==> src/core/prm_consts.svh <==
// Named constants for the program memory table read block.
// Assumes inclusion by the package and the main module only.
`ifndef PRM_CONSTS_SVH
`define PRM_CONSTS_SVH

// Pointer geometry
`define PRM_PTR_W 22
`define PRM_SPACE_BIT 21
`define PRM_UPPER_USED 6
`define PRM_WORD_ADDR_W 20

// Reset values
`define PRM_PTR_RST 22'h00_0000
`define PRM_LAT_RST 8'h00
`define PRM_BYTE_ZERO 8'h00
`define PRM_UPPER_PAD 2'h0

// Table write occupies two instruction cycles; counter starts one below
`define PRM_TABLE_WRITE_INSTR_CNT_INIT 2'h1
`define PRM_CNT_ZERO 2'h0

`endif

==> src/core/prm_pkg.sv <==
// Types shared by the program memory table read block.
// Assumes prm_consts.svh is on the include path.
`include "prm_consts.svh"

package prm_pkg;

   // Special function register select
   typedef enum logic [1:0] {
      PRM_SFR_UPPER = 2'b00,
      PRM_SFR_HIGH  = 2'b01,
      PRM_SFR_LOW   = 2'b10,
      PRM_SFR_LATCH = 2'b11
   } prm_sfr_t;

   // Table instruction variants issued by the core
   typedef enum logic [2:0] {
      PRM_OP_READ       = 3'b000,
      PRM_OP_READ_PINC  = 3'b001,
      PRM_OP_READ_PDEC  = 3'b010,
      PRM_OP_READ_PREINC = 3'b011,
      PRM_OP_WRITE      = 3'b100
   } prm_op_t;

   // Sequencer states
   typedef enum logic [1:0] {
      PRM_S_IDLE  = 2'b00,
      PRM_S_FETCH = 2'b01,
      PRM_S_WRNOP = 2'b10
   } prm_fsm_t;

   // Register access from the core
   typedef struct packed {
      logic wr;
      logic rd;
      prm_sfr_t sel;
      logic [7:0] wdata;
   } prm_sfr_req_t;

   // Instruction request from the core
   typedef struct packed {
      logic valid;
      prm_op_t op;
   } prm_instr_t;

   // Answer from program memory
   typedef struct packed {
      logic ack;
      logic [15:0] rdata;
   } prm_mem_rsp_t;

   // Whole state of the main module
   typedef struct packed {
      prm_fsm_t fsm;
      prm_op_t mode;
      logic [`PRM_PTR_W-1:0] ptr;
      logic [`PRM_PTR_W-1:0] fetch;
      logic [7:0] latch;
      logic [7:0] rdata;
      logic [1:0] cnt;
      logic req;
      logic busy;
      logic done;
   } prm_state_t;

endpackage

==> src/core/prm_ptr_step.sv <==
// Pointer increment and decrement confined to the low space bits.
// Assumes a pointer whose top bit selects configuration space.
module prm_ptr_step #(
   parameter int PTR_W = 22
) (
   // Current pointer
   input wire logic [PTR_W-1:0] ptr_i,
   // Stepped pointers, top bit kept
   output logic [PTR_W-1:0] ptr_inc_o,
   output logic [PTR_W-1:0] ptr_dec_o
);

   // Low bits wrap on their own; the space bit is carried across untouched
   assign ptr_inc_o = {ptr_i[PTR_W-1], ptr_i[PTR_W-2:0] + 1'b1};
   assign ptr_dec_o = {ptr_i[PTR_W-1], ptr_i[PTR_W-2:0] - 1'b1};

endmodule

==> src/core/prm_table_read.sv <==
// Program memory table read: pointer registers, read latch, sequencer.
// Assumes the core issues one table instruction at a time, waits for
// done_o, and that program memory answers a held request with an ack.
`include "prm_consts.svh"

// How it works
// - Pointer is upper bits 5:0, high byte and low byte: 22 bits.
// - With bit 21 clear, bits 20:0 address the 2 Mbyte program space.
// - With bit 21 set, the read targets configuration space instead.
// - Read modes: unchanged, post-increment, post-decrement, pre-increment.
// - Pointer steps change bits 20:0 only, never bit 21.
// - All 22 pointer bits choose the byte that is fetched.
// - Each read moves exactly one byte into the latch.
// - Pointer bit 0 picks low or high byte of the memory word.
// - Unimplemented upper pointer bits read back as zero.
// - The read latch is an 8-bit register software reads and writes.
// - Program memory is 16 bits wide; latch and data are 8 bits.
// - A table write takes two cycles and does nothing else.
module prm_table_read (
   // Clock and reset
   input wire logic ref_clk_i,
   input wire logic resetn_i,
   // Register access from the core
   input wire prm_pkg::prm_sfr_req_t sfr_i,
   output logic [7:0] sfr_rdata_o,
   // Table instructions from the core
   input wire prm_pkg::prm_instr_t instr_i,
   output logic busy_o,
   output logic done_o,
   // Program memory port
   output logic mem_req_o,
   output logic [`PRM_WORD_ADDR_W-1:0] mem_word_addr_o,
   output logic mem_cfg_space_o,
   input wire prm_pkg::prm_mem_rsp_t mem_i
);
   import prm_pkg::*;

   prm_state_t q;
   prm_state_t d;
   logic [`PRM_PTR_W-1:0] ptr_inc;
   logic [`PRM_PTR_W-1:0] ptr_dec;
   logic [7:0] fetched_byte;
   logic accept;

   // Pointer arithmetic shared by pre and post steps
   prm_ptr_step #(
      .PTR_W(`PRM_PTR_W)
   ) u_step (
      .ptr_i(q.ptr),
      .ptr_inc_o(ptr_inc),
      .ptr_dec_o(ptr_dec)
   );

   // Byte lane of the returned 16-bit word
   prm_byte_pick u_pick (
      .word_i(mem_i.rdata),
      .odd_i(q.fetch[0]),
      .byte_o(fetched_byte)
   );

   // An instruction is taken only from idle. The done cycle already counts as idle,
   // so the core may issue back to back without a dead cycle; anything given while
   // busy is dropped silently, which is why the core must wait for done_o
   assign accept = instr_i.valid && (q.fsm == PRM_S_IDLE);

   // Next state: register access first, then the sequencer, so that a
   // hardware pointer update overrides a software write in the same cycle
   always_comb begin
      d = q;
      d.done = 1'b0;
      // Software reads
      if (sfr_i.rd) begin
         case (sfr_i.sel)
            PRM_SFR_UPPER: d.rdata = {`PRM_UPPER_PAD, q.ptr[`PRM_PTR_W-1:16]};
            PRM_SFR_HIGH: d.rdata = q.ptr[15:8];
            PRM_SFR_LOW: d.rdata = q.ptr[7:0];
            PRM_SFR_LATCH: d.rdata = q.latch;
            default: d.rdata = `PRM_BYTE_ZERO;
         endcase
      end
      // Software writes; upper bits 7:6 are dropped
      if (sfr_i.wr) begin
         case (sfr_i.sel)
            PRM_SFR_UPPER: d.ptr[`PRM_PTR_W-1:16] = sfr_i.wdata[`PRM_UPPER_USED-1:0];
            PRM_SFR_HIGH: d.ptr[15:8] = sfr_i.wdata;
            PRM_SFR_LOW: d.ptr[7:0] = sfr_i.wdata;
            PRM_SFR_LATCH: d.latch = sfr_i.wdata;
            default: d.latch = q.latch;
         endcase
      end
      // Sequencer
      case (q.fsm)
         PRM_S_IDLE: begin
            if (accept) begin
               d.mode = instr_i.op;
               d.busy = 1'b1;
               if (instr_i.op == PRM_OP_WRITE) begin
                  d.fsm = PRM_S_WRNOP;
                  d.cnt = `PRM_TABLE_WRITE_INSTR_CNT_INIT;
               end else begin
                  d.fsm = PRM_S_FETCH;
                  d.req = 1'b1;
                  if (instr_i.op == PRM_OP_READ_PREINC) begin
                     d.ptr = ptr_inc;
                     d.fetch = ptr_inc;
                  end else begin
                     d.fetch = q.ptr;
                  end
               end
            end
         end
         PRM_S_FETCH: begin
            // Request is held until memory acknowledges it; latency is not bounded
            // here, so a memory that never answers stalls the core
            if (mem_i.ack) begin
               d.req = 1'b0;
               d.latch = fetched_byte;
               d.busy = 1'b0;
               d.done = 1'b1;
               d.fsm = PRM_S_IDLE;
               if (q.mode == PRM_OP_READ_PINC) begin
                  d.ptr = ptr_inc;
               end else if (q.mode == PRM_OP_READ_PDEC) begin
                  d.ptr = ptr_dec;
               end
            end
         end
         PRM_S_WRNOP: begin
            // Memory stays untouched; only the cycles are spent. The counter keeps
            // the two-cycle timing even though nothing is written
            if (q.cnt == `PRM_CNT_ZERO) begin
               d.busy = 1'b0;
               d.done = 1'b1;
               d.fsm = PRM_S_IDLE;
            end else begin
               d.cnt = q.cnt - 1'b1;
            end
         end
         default: begin
            d.fsm = PRM_S_IDLE;
            d.req = 1'b0;
            d.busy = 1'b0;
         end
      endcase
   end

   // State register
   always_ff @(posedge ref_clk_i or negedge resetn_i) begin
      if (!resetn_i) begin
         q.fsm <= PRM_S_IDLE;
         q.mode <= PRM_OP_READ;
         q.ptr <= `PRM_PTR_RST;
         q.fetch <= `PRM_PTR_RST;
         q.latch <= `PRM_LAT_RST;
         q.rdata <= `PRM_BYTE_ZERO;
         q.cnt <= `PRM_CNT_ZERO;
         q.req <= 1'b0;
         q.busy <= 1'b0;
         q.done <= 1'b0;
      end else begin
         q <= d;
      end
   end

   // Outputs straight from state; word address drops the byte-select bit
   assign sfr_rdata_o = q.rdata;
   assign busy_o = q.busy;
   assign done_o = q.done;
   assign mem_req_o = q.req;
   assign mem_word_addr_o = q.fetch[`PRM_SPACE_BIT-1:1];
   assign mem_cfg_space_o = q.fetch[`PRM_SPACE_BIT];

   logic upper_wr;
   logic hw_step;
   assign upper_wr = sfr_i.wr && (sfr_i.sel == PRM_SFR_UPPER);

   // Cycles in which the sequencer owns the pointer, so a software write is lost
   assign hw_step = (accept && instr_i.op == PRM_OP_READ_PREINC)
      || (q.fsm == PRM_S_FETCH && mem_i.ack
          && (q.mode == PRM_OP_READ_PINC || q.mode == PRM_OP_READ_PDEC));
endmodule

==> src/core/prm_byte_pick.sv <==
// Byte lane selection from a 16-bit program memory word.
// Assumes the low byte of the word sits at the even byte address.
module prm_byte_pick (
   // Word and lane select
   input wire logic [15:0] word_i,
   input wire logic odd_i,
   // Selected byte
   output logic [7:0] byte_o
);

   // Odd byte address takes the upper half
   assign byte_o = odd_i ? word_i[15:8] : word_i[7:0];

endmodule

==> config.mk <==
export PLATFORM = sky130hd
export DESIGN_NAME = prm_table_read
export DESIGN_NICKNAME = d
export VERILOG_FILES = /design/src/core/prm_pkg.sv /design/src/core/prm_ptr_step.sv /design/src/core/prm_table_read.sv /design/src/core/prm_byte_pick.sv
export VERILOG_INCLUDE_DIRS = /design/src /design/src/core
export SDC_FILE = /design/constraint.sdc
export NUM_CORES = 1
export LEC_CHECK = 0
export BUFFER_PORTS_ARGS = -buffer_cell sky130_fd_sc_hd__buf_2
export CORE_AREA = 2 2 100 102
export DETAILED_ROUTE_END_ITERATION = 6
export DIE_AREA = 0 0 102 104
export PLACE_DENSITY = 0.77
export SKIP_LAST_GASP = 1
export SLEW_MARGIN = 30
export SYNTH_ARGS = -nofsm -noshare
export SYNTH_HDL_FRONTEND = slang
export SYNTH_SLANG_ARGS = --single-unit
==> constraint.sdc <==
create_clock -name ref_clk_i -period 2.14 [get_ports ref_clk_i]
set_input_delay 0.428 -clock ref_clk_i [delete_from_list [all_inputs] [get_ports ref_clk_i]]
set_output_delay 0.428 -clock ref_clk_i [all_outputs]
set_load 0.1 [all_outputs]
==> results.sh, run 1 <==
export IMPL_p_switching_w=0.004871
export IMPL_portBuffers=66
export IMPL_ir_drop_uv=973.5
export IMPL_synth_edff_count=0
export IMPL_die_h_um=104
export IMPL_crit_type="reg -> reg"
export IMPL_yosys_most_used_dff="dfrtp_1"
export IMPL_yosys_warnings=0
export IMPL_holdCritPathClass="in -> async"
export IMPL_yosysSeqAreaShare_pct=37.35
export IMPL_drive_gt1_share_pct=29.98
export IMPL_synthToLayoutAreaGrowth_pct=16.97
export IMPL_die_x_um=102
export IMPL_vias_per_cell=5.835
export IMPL_syn_area_per_cell_um2=9.195
export IMPL_grt_pass1_vias=4086
export IMPL_fin_ws_ns=0.006764
export IMPL_cts_clk_slew_worst_paths_ns=0.08
export IMPL_n_antenna_cell=0
export IMPL_synth_cell_type_count=58
export IMPL_cp_data_required_time_ns=2.39
export IMPL_grt_max_degree=71
export IMPL_slew_headroom_pct=67.94
export IMPL_io_pins=67
export IMPL_antenna_left=0
export IMPL_reg2reg_setup_slack_ns=0.007
export IMPL_worstSetupStartpointType="flop"
export IMPL_initial_core_util_pct=49.11
export IMPL_grt_setup_unrepaired="yes"
export IMPL_track_usage_pct=25.82
export IMPL_async_flop_share_pct=100.0
export IMPL_leakage_nw=2.395
export IMPL_grt_pass1_wl_um=21380
export IMPL_report_power_total_w=0.008881
export IMPL_final_max_slew_viol_count=0
export IMPL_rr_worst_depth=5
export IMPL_rows=36
export IMPL_synth_cells=510
export IMPL_nets=613
export IMPL_timing_rr_start="q[52]"
export IMPL_min_period_ns=2.133
export IMPL_pwr_share_comb_pct=60.9
export IMPL_post_route_util_pct=57.44
export IMPL_cts_hold_buf=0
export IMPL_status="complete, no violations"
export IMPL_fin_worst_skew_ns=0.01890
export IMPL_post_drt_wl_per_cell_um=18.45
export IMPL_cts_sinks=70
export IMPL_power_density_mw_per_mm2=1619
export IMPL_clk_latency_ns=0.37
export IMPL_clockBufferDepth=2
export IMPL_postRouteWirelength_um=13100
export IMPL_finalSetupTns_ns=0
export IMPL_gp_congestion=0.9224
export IMPL_cts_made_buffers=9
export IMPL_worstSetupEndpointType="flop"
export IMPL_vias=4143
export IMPL_dr_pass1_iters=5
export IMPL_ys_ff_latch=70
export IMPL_finalCritPeriodShare_pct=99.68
export IMPL_cts_tree="done"
export IMPL_fmax_mhz=468.8
export IMPL_drtIter0Drc=312
export IMPL_syn_num_nets=551
export IMPL_root_buffer="clkbuf_8"
export IMPL_cp_data_arrival_time_ns=2.38
export IMPL_drv_cap=0
export IMPL_hpwlAfterDp_um=9737
export IMPL_place_ws_ns=0.03614
export IMPL_seq_power_share_pct=27.6
export IMPL_cts_max_level=3
export IMPL_synth_area_mm2=0.004689
export IMPL_tightest_slew_ns=0.4808
export IMPL_core_area_mm2=0.009549
export IMPL_grt_remaining_overflow=0
export IMPL_r2r_end="q[63]"
export IMPL_antenna_found_initial=0
export IMPL_p_int_w=0.004010
export IMPL_dieArea_mm2=0.01061
export IMPL_drc=0
export IMPL_clkPwrFrac_pct=11.5
export IMPL_worstPathMaxFanout=5
export IMPL_setup_viol_count_final=0
export IMPL_hold_violations=0
export IMPL_switching_share_pct=54.85
==> synthesized netlist by cell type, drive strengths merged, types with 13 or more instances <==
master	count	share of area (%)
nand2	53	4.2
a21oi	21	2.2
nand3	15	1.6
xor2	13	2.4
xnor2	19	3.5
nor2	26	2.1
inv	13	1.0
clkbuf	33	2.6
mux2	15	3.6
nor3	16	1.8
o21ai	32	3.4
mux2i	23	4.9
dfrtp	70	37
buf	36	5.5
==> layer usage <==
layer / share of wire [%] / vias to the layer above / wire (um) / global-route usage, %
met3: 6.8 / 31 / 886 / 5.780
met2: 48 / 167 / 6280 / 41.17
li1: - / 1946 / - / -
met5: 0 / - / 0 / 0
met4: 2.9 / 0 / 384 / 9.619
met1: 42 / 1999 / 5545 / 34.09
==> layout by cell type (no fill, tap or decap), types with 9 or more instances in the layout <==
cell	n
a21oi_1	21
buf_2	66
buf_4	48
clkbuf_8	10
dfrtp_1	68
inv_1	13
mux2_2	15
mux2i_1	23
nand2_1	53
nand3_1	15
nor2_1	26
nor2b_1	9
nor3_1	14
o21ai_0	16
o21ai_1	16
o22ai_1	9
xnor2_1	19
xor2_1	13
==> worst max path at each step <==
stage	end	slack, ns	start
after floorplan	q[61]	-0.01	q[51]
after detailed placement	q[61]	0.04	q[53]
after CTS	q[61]	0.03	q[50]
after global routing	q[63]	-0.1	q[52]
after global placement	q[61]	0.06	q[50]
final	q[63]	0.007	q[52]
==> repair_timing <==
| item | CTS | global route |
|---|---|---|
| gates resized for setup | 0 | 6 |
| setup buffers | 0 | 6 |
| hold endpoints to repair | 0 | 0 |
| endpoints found under the setup margin | 0 | 11 |
==> through the flow <==
step / hold WS [ns] / cells / instance area (um2)
after global placement: 0.4611 / 688 / 5245
after detailed placement: 0.4700 / 688 / 5245
after global routing: 0.1214 / 710 / 5485
after floorplan: 0.1324 / 510 / 4700
final: 0.08594 / 710 / 5485
after CTS: 0.1010 / 704 / 5421
==> kinds of logic (layout without fill, tap and decap cells) <==
logic type / count (synthesis) / after routing / share of synthesized area, %
and+or+nand+nor: 161 / 161 / 17.72
DFF: 70 / 70 / 37.35
muxes: 44 / 44 / 11.39
xor gates and xnor gates: 32 / 32 / 5.977
adders and majority gates: 6 / 6 / 1.601
buffers and inverters: 82 / 149 / 9.178
AOI/OAI and AO/OA: 115 / 115 / 16.78
==> layout make-up <==
type / instances / area, um2
tap: 133 / 166.4
clock buffer: 11 / 141.4
multi-input combinational: 358 / 2537
sequential: 70 / 1754
fill: 873 / 4064
timing repair buffer: 120 / 802.0
inverter: 13 / 48.80
clock inverter: 5 / 35.03
==> registers in the layout, indices dropped and copies added (netlist names) <==
signal / count
sfr_rdata_o: 8
mem_cfg_space_o: 1
busy_o: 1
mem_word_addr_o: 20
mem_req_o: 1
q: 38
done_o: 1
==> power groups by stage <==
stage	registers, W	logic, W	clock network (W)
floorplan	0.00242	0.00437	0
global placement	0.00242	0.00527	0
detailed placement	0.00246	0.00533	0
CTS	0.00244	0.00534	0.00102
global route	0.00254	0.00574	0.00108
finish	0.00245	0.00541	0.00102
==> worst max-delay path: stages, from the launching register on <==
cell and delay, ns:
dfrtp_1 0.41, or4_4 0.59, nor4_4 0.39, nand4b_1 0.19, a221oi_1 0.33, o22ai_1 0.12
Power figures use the tool's default switching activity.
==> run 2: changes to the inputs <==
- CELL_PAD_IN_SITES_DETAIL_PLACEMENT: default -> 0
- CELL_PAD_IN_SITES_GLOBAL_PLACEMENT: default -> 1
- CORE_AREA: 2 2 100 102 -> 2 2 112 114
- DIE_AREA: 0 0 102 104 -> 0 0 114 116
- PLACE_DENSITY: 0.77 -> 0.79
==> results.sh, run 2 (synthesis results as in run 1) <==
export IMPL_status="complete, but fails checks"
export IMPL_violations="negative setup slack"
export IMPL_holdCritPathClass="in -> async"
export IMPL_fin_worst_skew_ns=0.007013
export IMPL_worstSetupEndpointType="flop"
export IMPL_synthToLayoutAreaGrowth_pct=21.69
export IMPL_track_usage_pct=21.86
export IMPL_antenna_left=0
export IMPL_slew_headroom_pct=66.71
export IMPL_max_stage_delay_ns=0.58
export IMPL_cts_made_buffers=9
export IMPL_timing_hold_ws_ns=0.08070
export IMPL_cts_sinks=70
export IMPL_clockBufferDepth=2
export IMPL_critPathBufInv=1
export IMPL_hold_violations=0
export IMPL_cts_clk_slew_worst_paths_ns=0.06
export IMPL_vias=4168
export IMPL_regMostFlops="q"
export IMPL_worstPathMaxFanout=4
export IMPL_cp_data_arrival_time_ns=2.42
export IMPL_finalCritPeriodShare_pct=102.4
export IMPL_worstSetupStartpointType="flop"
export IMPL_nets=621
export IMPL_grt_max_degree=71
export IMPL_post_drt_wl_per_cell_um=18.95
export IMPL_slowest_stage="or4_4"
export IMPL_vias_per_cell=5.694
export IMPL_worstPathCellList="or4_4 -> nor4_4 -> buf_4 -> nand4b_1 -> xnor2_1 -> a221o_1"
export IMPL_cts_max_level=3
export IMPL_drtIter0Drc=332
export IMPL_final_common_cell="dfrtp_1"
export IMPL_dr_pass1_iters=5
export IMPL_clk_latency_ns=0.34
export IMPL_mostFrequentLayoutCells="dfrtp_1, buf_2, buf_4, nand2_1, nor2_1"
export IMPL_crit_type="reg -> reg"
export IMPL_ir_drop_uv=904.4
export IMPL_drc=0
export IMPL_antenna_found_initial=0
export IMPL_die_x_um=114
export IMPL_fmax_mhz=456.5
export IMPL_grt_pass1_wl_um=22020
export IMPL_grt_setup_unrepaired="yes"
export IMPL_io_pins=67
export IMPL_path_delay_family="simple AND/OR/NAND/NOR gates"
export IMPL_initial_core_util_pct=39.37
export IMPL_final_max_slew_viol_count=0
export IMPL_fin_ws_ns=-0.05063
export IMPL_grt_remaining_overflow=0
export IMPL_n_antenna_cell=0
export IMPL_rows=40
export IMPL_largest_register_ffs=38
export IMPL_postRouteWirelength_um=13870
export IMPL_leakage_nw=2.503
export IMPL_gp_congestion=0.9269
export IMPL_tightest_slew_ns=0.4955
export IMPL_setup_viol_count_final=4
export IMPL_core_area_mm2=0.01191
export IMPL_hpwlAfterDp_um=10350
export IMPL_drive_gt1_share_pct=31.11
export IMPL_root_buffer="clkbuf_16"
export IMPL_post_route_util_pct=47.91
export IMPL_portBuffers=66
export IMPL_min_period_ns=2.191
export IMPL_grt_pass1_vias=4177
export IMPL_cts_tree="done"
export IMPL_die_h_um=116
export IMPL_dieArea_mm2=0.01322
export IMPL_cp_data_required_time_ns=2.37
export IMPL_drv_cap=0
export IMPL_power_density_mw_per_mm2=1681
-- run 2: layer usage --
layer / wire [um] / up-vias / global-route usage (%)
met5: 0 / - / 0
met4: 470 / 0 / 10.57
met3: 654 / 31 / 3.975
met2: 6713 / 132 / 35.56
met1: 6034 / 2036 / 28.23
li1: - / 1969 / -
-- run 2: worst reg2reg max path: stages (launching register included) --
cell,delay (ns)
dfrtp_1,0.42
or4_4,0.58
nor4_4,0.29
buf_4,0.17
nand4b_1,0.10
xnor2_1,0.16
a221o_1,0.36
-- run 2: what timing repair did --
item	CTS	global route
setup buffers	4	2
endpoints found under the setup margin	2	16
pin swaps	5	9
gates resized for setup	1	6
cloned	0	0
hold buffers	0	0
-- run 2: final timing paths --
| check | startpoint | to | slack [ns] | depth (start not counted) |
|---|---|---|---|---|
| setup / recovery | q[50] | q[61] | -0.05 | 6 |
| hold / removal | resetn_i | mem_word_addr_o[14] | 0.08 | 2 |
| setup reg to reg | q[50] | q[61] | -0.05 | 6 |
| hold reg to reg | mem_word_addr_o[16] | mem_word_addr_o[16] | 0.47 | 2 |
| max in group asynchronous | resetn_i | q[48] | 1.66 | 2 |
| min in group ref_clk_i | instr_i[0] | q[65] | 0.36 | 2 |
-- run 2: power by group --
part	switching, W	internal (W)	leakage (nW)
Sequential	0.000569	0.00192	0.852
Clock	0.000579	0.00105	0.157
Combinational	0.00378	0.00169	1.49
-- run 2: layout make-up --
cell class | instances | area (um2)
Clock inverter | 4 | 70.07
Sequential cell | 70 | 1754
Timing Repair Buffer | 128 | 858.3
Fill cell | 1177 | 6205
Multi-Input combinational cell | 358 | 2545
Inverter | 13 | 48.80
Clock buffer | 12 | 246.5
Tap cell | 147 | 183.9
-- run 2: metrics by stage --
stage	setup TNS (ns)	std cells	area [um2]	total power, W	worst slack [ns]
2_1_floorplan	-0.01254	510	4700	0.006789	-0.01254
3_3_place_gp	0	710	5323	0.007846	0.01919
3_5_place_dp	-0.04581	710	5323	0.007904	-0.04581
4_1_cts	0	730	5670	0.009583	0.001730
5_1_grt	-0.6030	732	5707	0.01009	-0.1200
6_report	-0.09713	732	5707	0.009593	-0.05063
==> run 3: changes to the inputs <==
- BUFFER_PORTS_ARGS: -buffer_cell sky130_fd_sc_hd__buf_2 -> -buffer_cell sky130_fd_sc_hd__clkbuf_2
==> results.sh, run 3 (synthesis results as in run 1) <==
export IMPL_finalSetupTns_ns=0
export IMPL_final_max_slew_viol_count=0
export IMPL_grt_remaining_overflow=0
export IMPL_fin_worst_skew_ns=0.009474
export IMPL_min_period_ns=2.107
export IMPL_dr_pass1_iters=6
export IMPL_clockBufferDepth=2
export IMPL_grt_setup_unrepaired="yes"
export IMPL_drc=0
export IMPL_drive_gt1_share_pct=31.33
export IMPL_vias_per_cell=5.648
export IMPL_largest_register_ffs=38
export IMPL_holdCritPathClass="in -> async"
export IMPL_worstSetupStartpointType="flop"
export IMPL_fmax_mhz=474.7
export IMPL_grt_max_degree=71
export IMPL_slowest_stage="or4_4"
export IMPL_postRouteWirelength_um=13710
export IMPL_rows=40
export IMPL_synthToLayoutAreaGrowth_pct=21.75
export IMPL_crit_type="reg -> reg"
export IMPL_core_area_mm2=0.01191
export IMPL_max_stage_delay_ns=0.57
export IMPL_gp_congestion=0.8714
export IMPL_cts_max_level=3
export IMPL_setup_viol_count_final=0
export IMPL_io_pins=67
export IMPL_mostFrequentLayoutCells="dfrtp_1, clkbuf_2, nand2_1, buf_4, nor2_1"
export IMPL_power_density_mw_per_mm2=1675
export IMPL_track_usage_pct=21.44
export IMPL_clk_latency_ns=0.34
export IMPL_instances_no_fill=728
export IMPL_dieArea_mm2=0.01322
export IMPL_finalCritPeriodShare_pct=98.44
export IMPL_drtIter0Drc=307
export IMPL_hold_violations=0
export IMPL_placed_cell_area_mm2=0.005288
export IMPL_n_antenna_cell=0
export IMPL_regMostFlops="q"
export IMPL_worstPathMaxFanout=5
export IMPL_hpwlAfterDp_um=10170
export IMPL_ir_drop_uv=698.6
export IMPL_cts_hold_buf=0
export IMPL_portBuffers=66
export IMPL_root_buffer="clkbuf_16"
export IMPL_die_x_um=114
export IMPL_antenna_left=0
export IMPL_leakage_nw=2.496
export IMPL_cp_data_arrival_time_ns=2.33
export IMPL_tightest_slew_ns=0.5491
export IMPL_vias=4112
export IMPL_cts_clk_slew_worst_paths_ns=0.06
export IMPL_initial_core_util_pct=39.37
export IMPL_post_drt_wl_per_cell_um=18.83
export IMPL_report_power_total_w=0.009561
export IMPL_status="complete, no violations"
export IMPL_cts_sinks=70
export IMPL_nets=617
export IMPL_drv_cap=0
export IMPL_cp_data_required_time_ns=2.36
export IMPL_die_h_um=116
export IMPL_slew_headroom_pct=63.55
export IMPL_antenna_found_initial=0
export IMPL_final_area_mm2=0.005709
export IMPL_worstSetupEndpointType="flop"
export IMPL_grt_pass1_wl_um=21710
export IMPL_cts_made_buffers=9
export IMPL_grt_pass1_vias=4120
export IMPL_cts_tree="done"
export IMPL_worstPathCellList="or4_4 -> nor4_4 -> nand4b_1 -> xnor2_1 -> a221o_1"
export IMPL_dp_cells=707
export IMPL_final_common_cell="dfrtp_1"
-- run 3: worst max-delay path: cells and delay by family, from the launching register on --
family          cells  cell delay [ns]
flops               1             0.37
compound gates      1             0.31
xor+xnor            1             0.17
simple gates        3             1.14
-- run 3: final timing paths --
path	cells past startpoint	startpoint	slack, ns	to
max in group asynchronous	2	resetn_i	1.72	q[13]
setup reg to reg	5	q[50]	0.03	q[61]
setup / recovery	5	q[50]	0.03	q[61]
hold reg to reg	2	mem_word_addr_o[11]	0.48	mem_word_addr_o[11]
min in group ref_clk_i	3	mem_i[10]	0.37	q[15]
hold / removal	2	resetn_i	0.11	mem_word_addr_o[14]
-- run 3: per-stage QoR --
stage	setup WS (ns)	util [%]	hold slack, ns
2_1_floorplan	-0.01254	-	0.1324
3_3_place_gp	0.03498	44.39	0.4682
3_5_place_dp	-0.00003553	44.39	0.4726
4_1_cts	0.002122	47.28	0.1232
6_report	0.03341	47.93	0.1123
5_1_grt	-0.05889	47.93	0.1464
-- run 3: power by group --
part / leakage, nW / switching [W] / total (W) / internal (W)
combinational: 1.49 / 0.00379 / 0.00547 / 0.00168
clock: 0.155 / 0.000568 / 0.00160 / 0.00103
sequential: 0.854 / 0.000573 / 0.00249 / 0.00192
total: 2.50 / 0.00494 / 0.00956 / 0.00462
-- run 3: routing by layer --
metal,vias to the layer above,track usage (%),share of wire [%]
met4,0,8.374,2.8
li1,1959,-,-
met5,-,0,0
met2,154,35.56,48
met1,1972,27.67,43
met3,27,4.341,5.8
-- run 3: timing repair --
action / in CTS / in global routing
setup buffers: 3 / 2
setup endpoints to repair: 1 / 13
resized for setup: 0 / 12
pin swaps: 5 / 13
-- run 3: layout make-up --
cell class | instances | area (um2)
Fill cell | 1156 | 6202
Multi-Input combinational cell | 358 | 2584
Sequential cell | 70 | 1752
Timing Repair Buffer | 124 | 819.5
Clock buffer | 14 | 284.0
Tap cell | 147 | 183.9
Inverter | 13 | 48.80
Clock inverter | 2 | 37.54
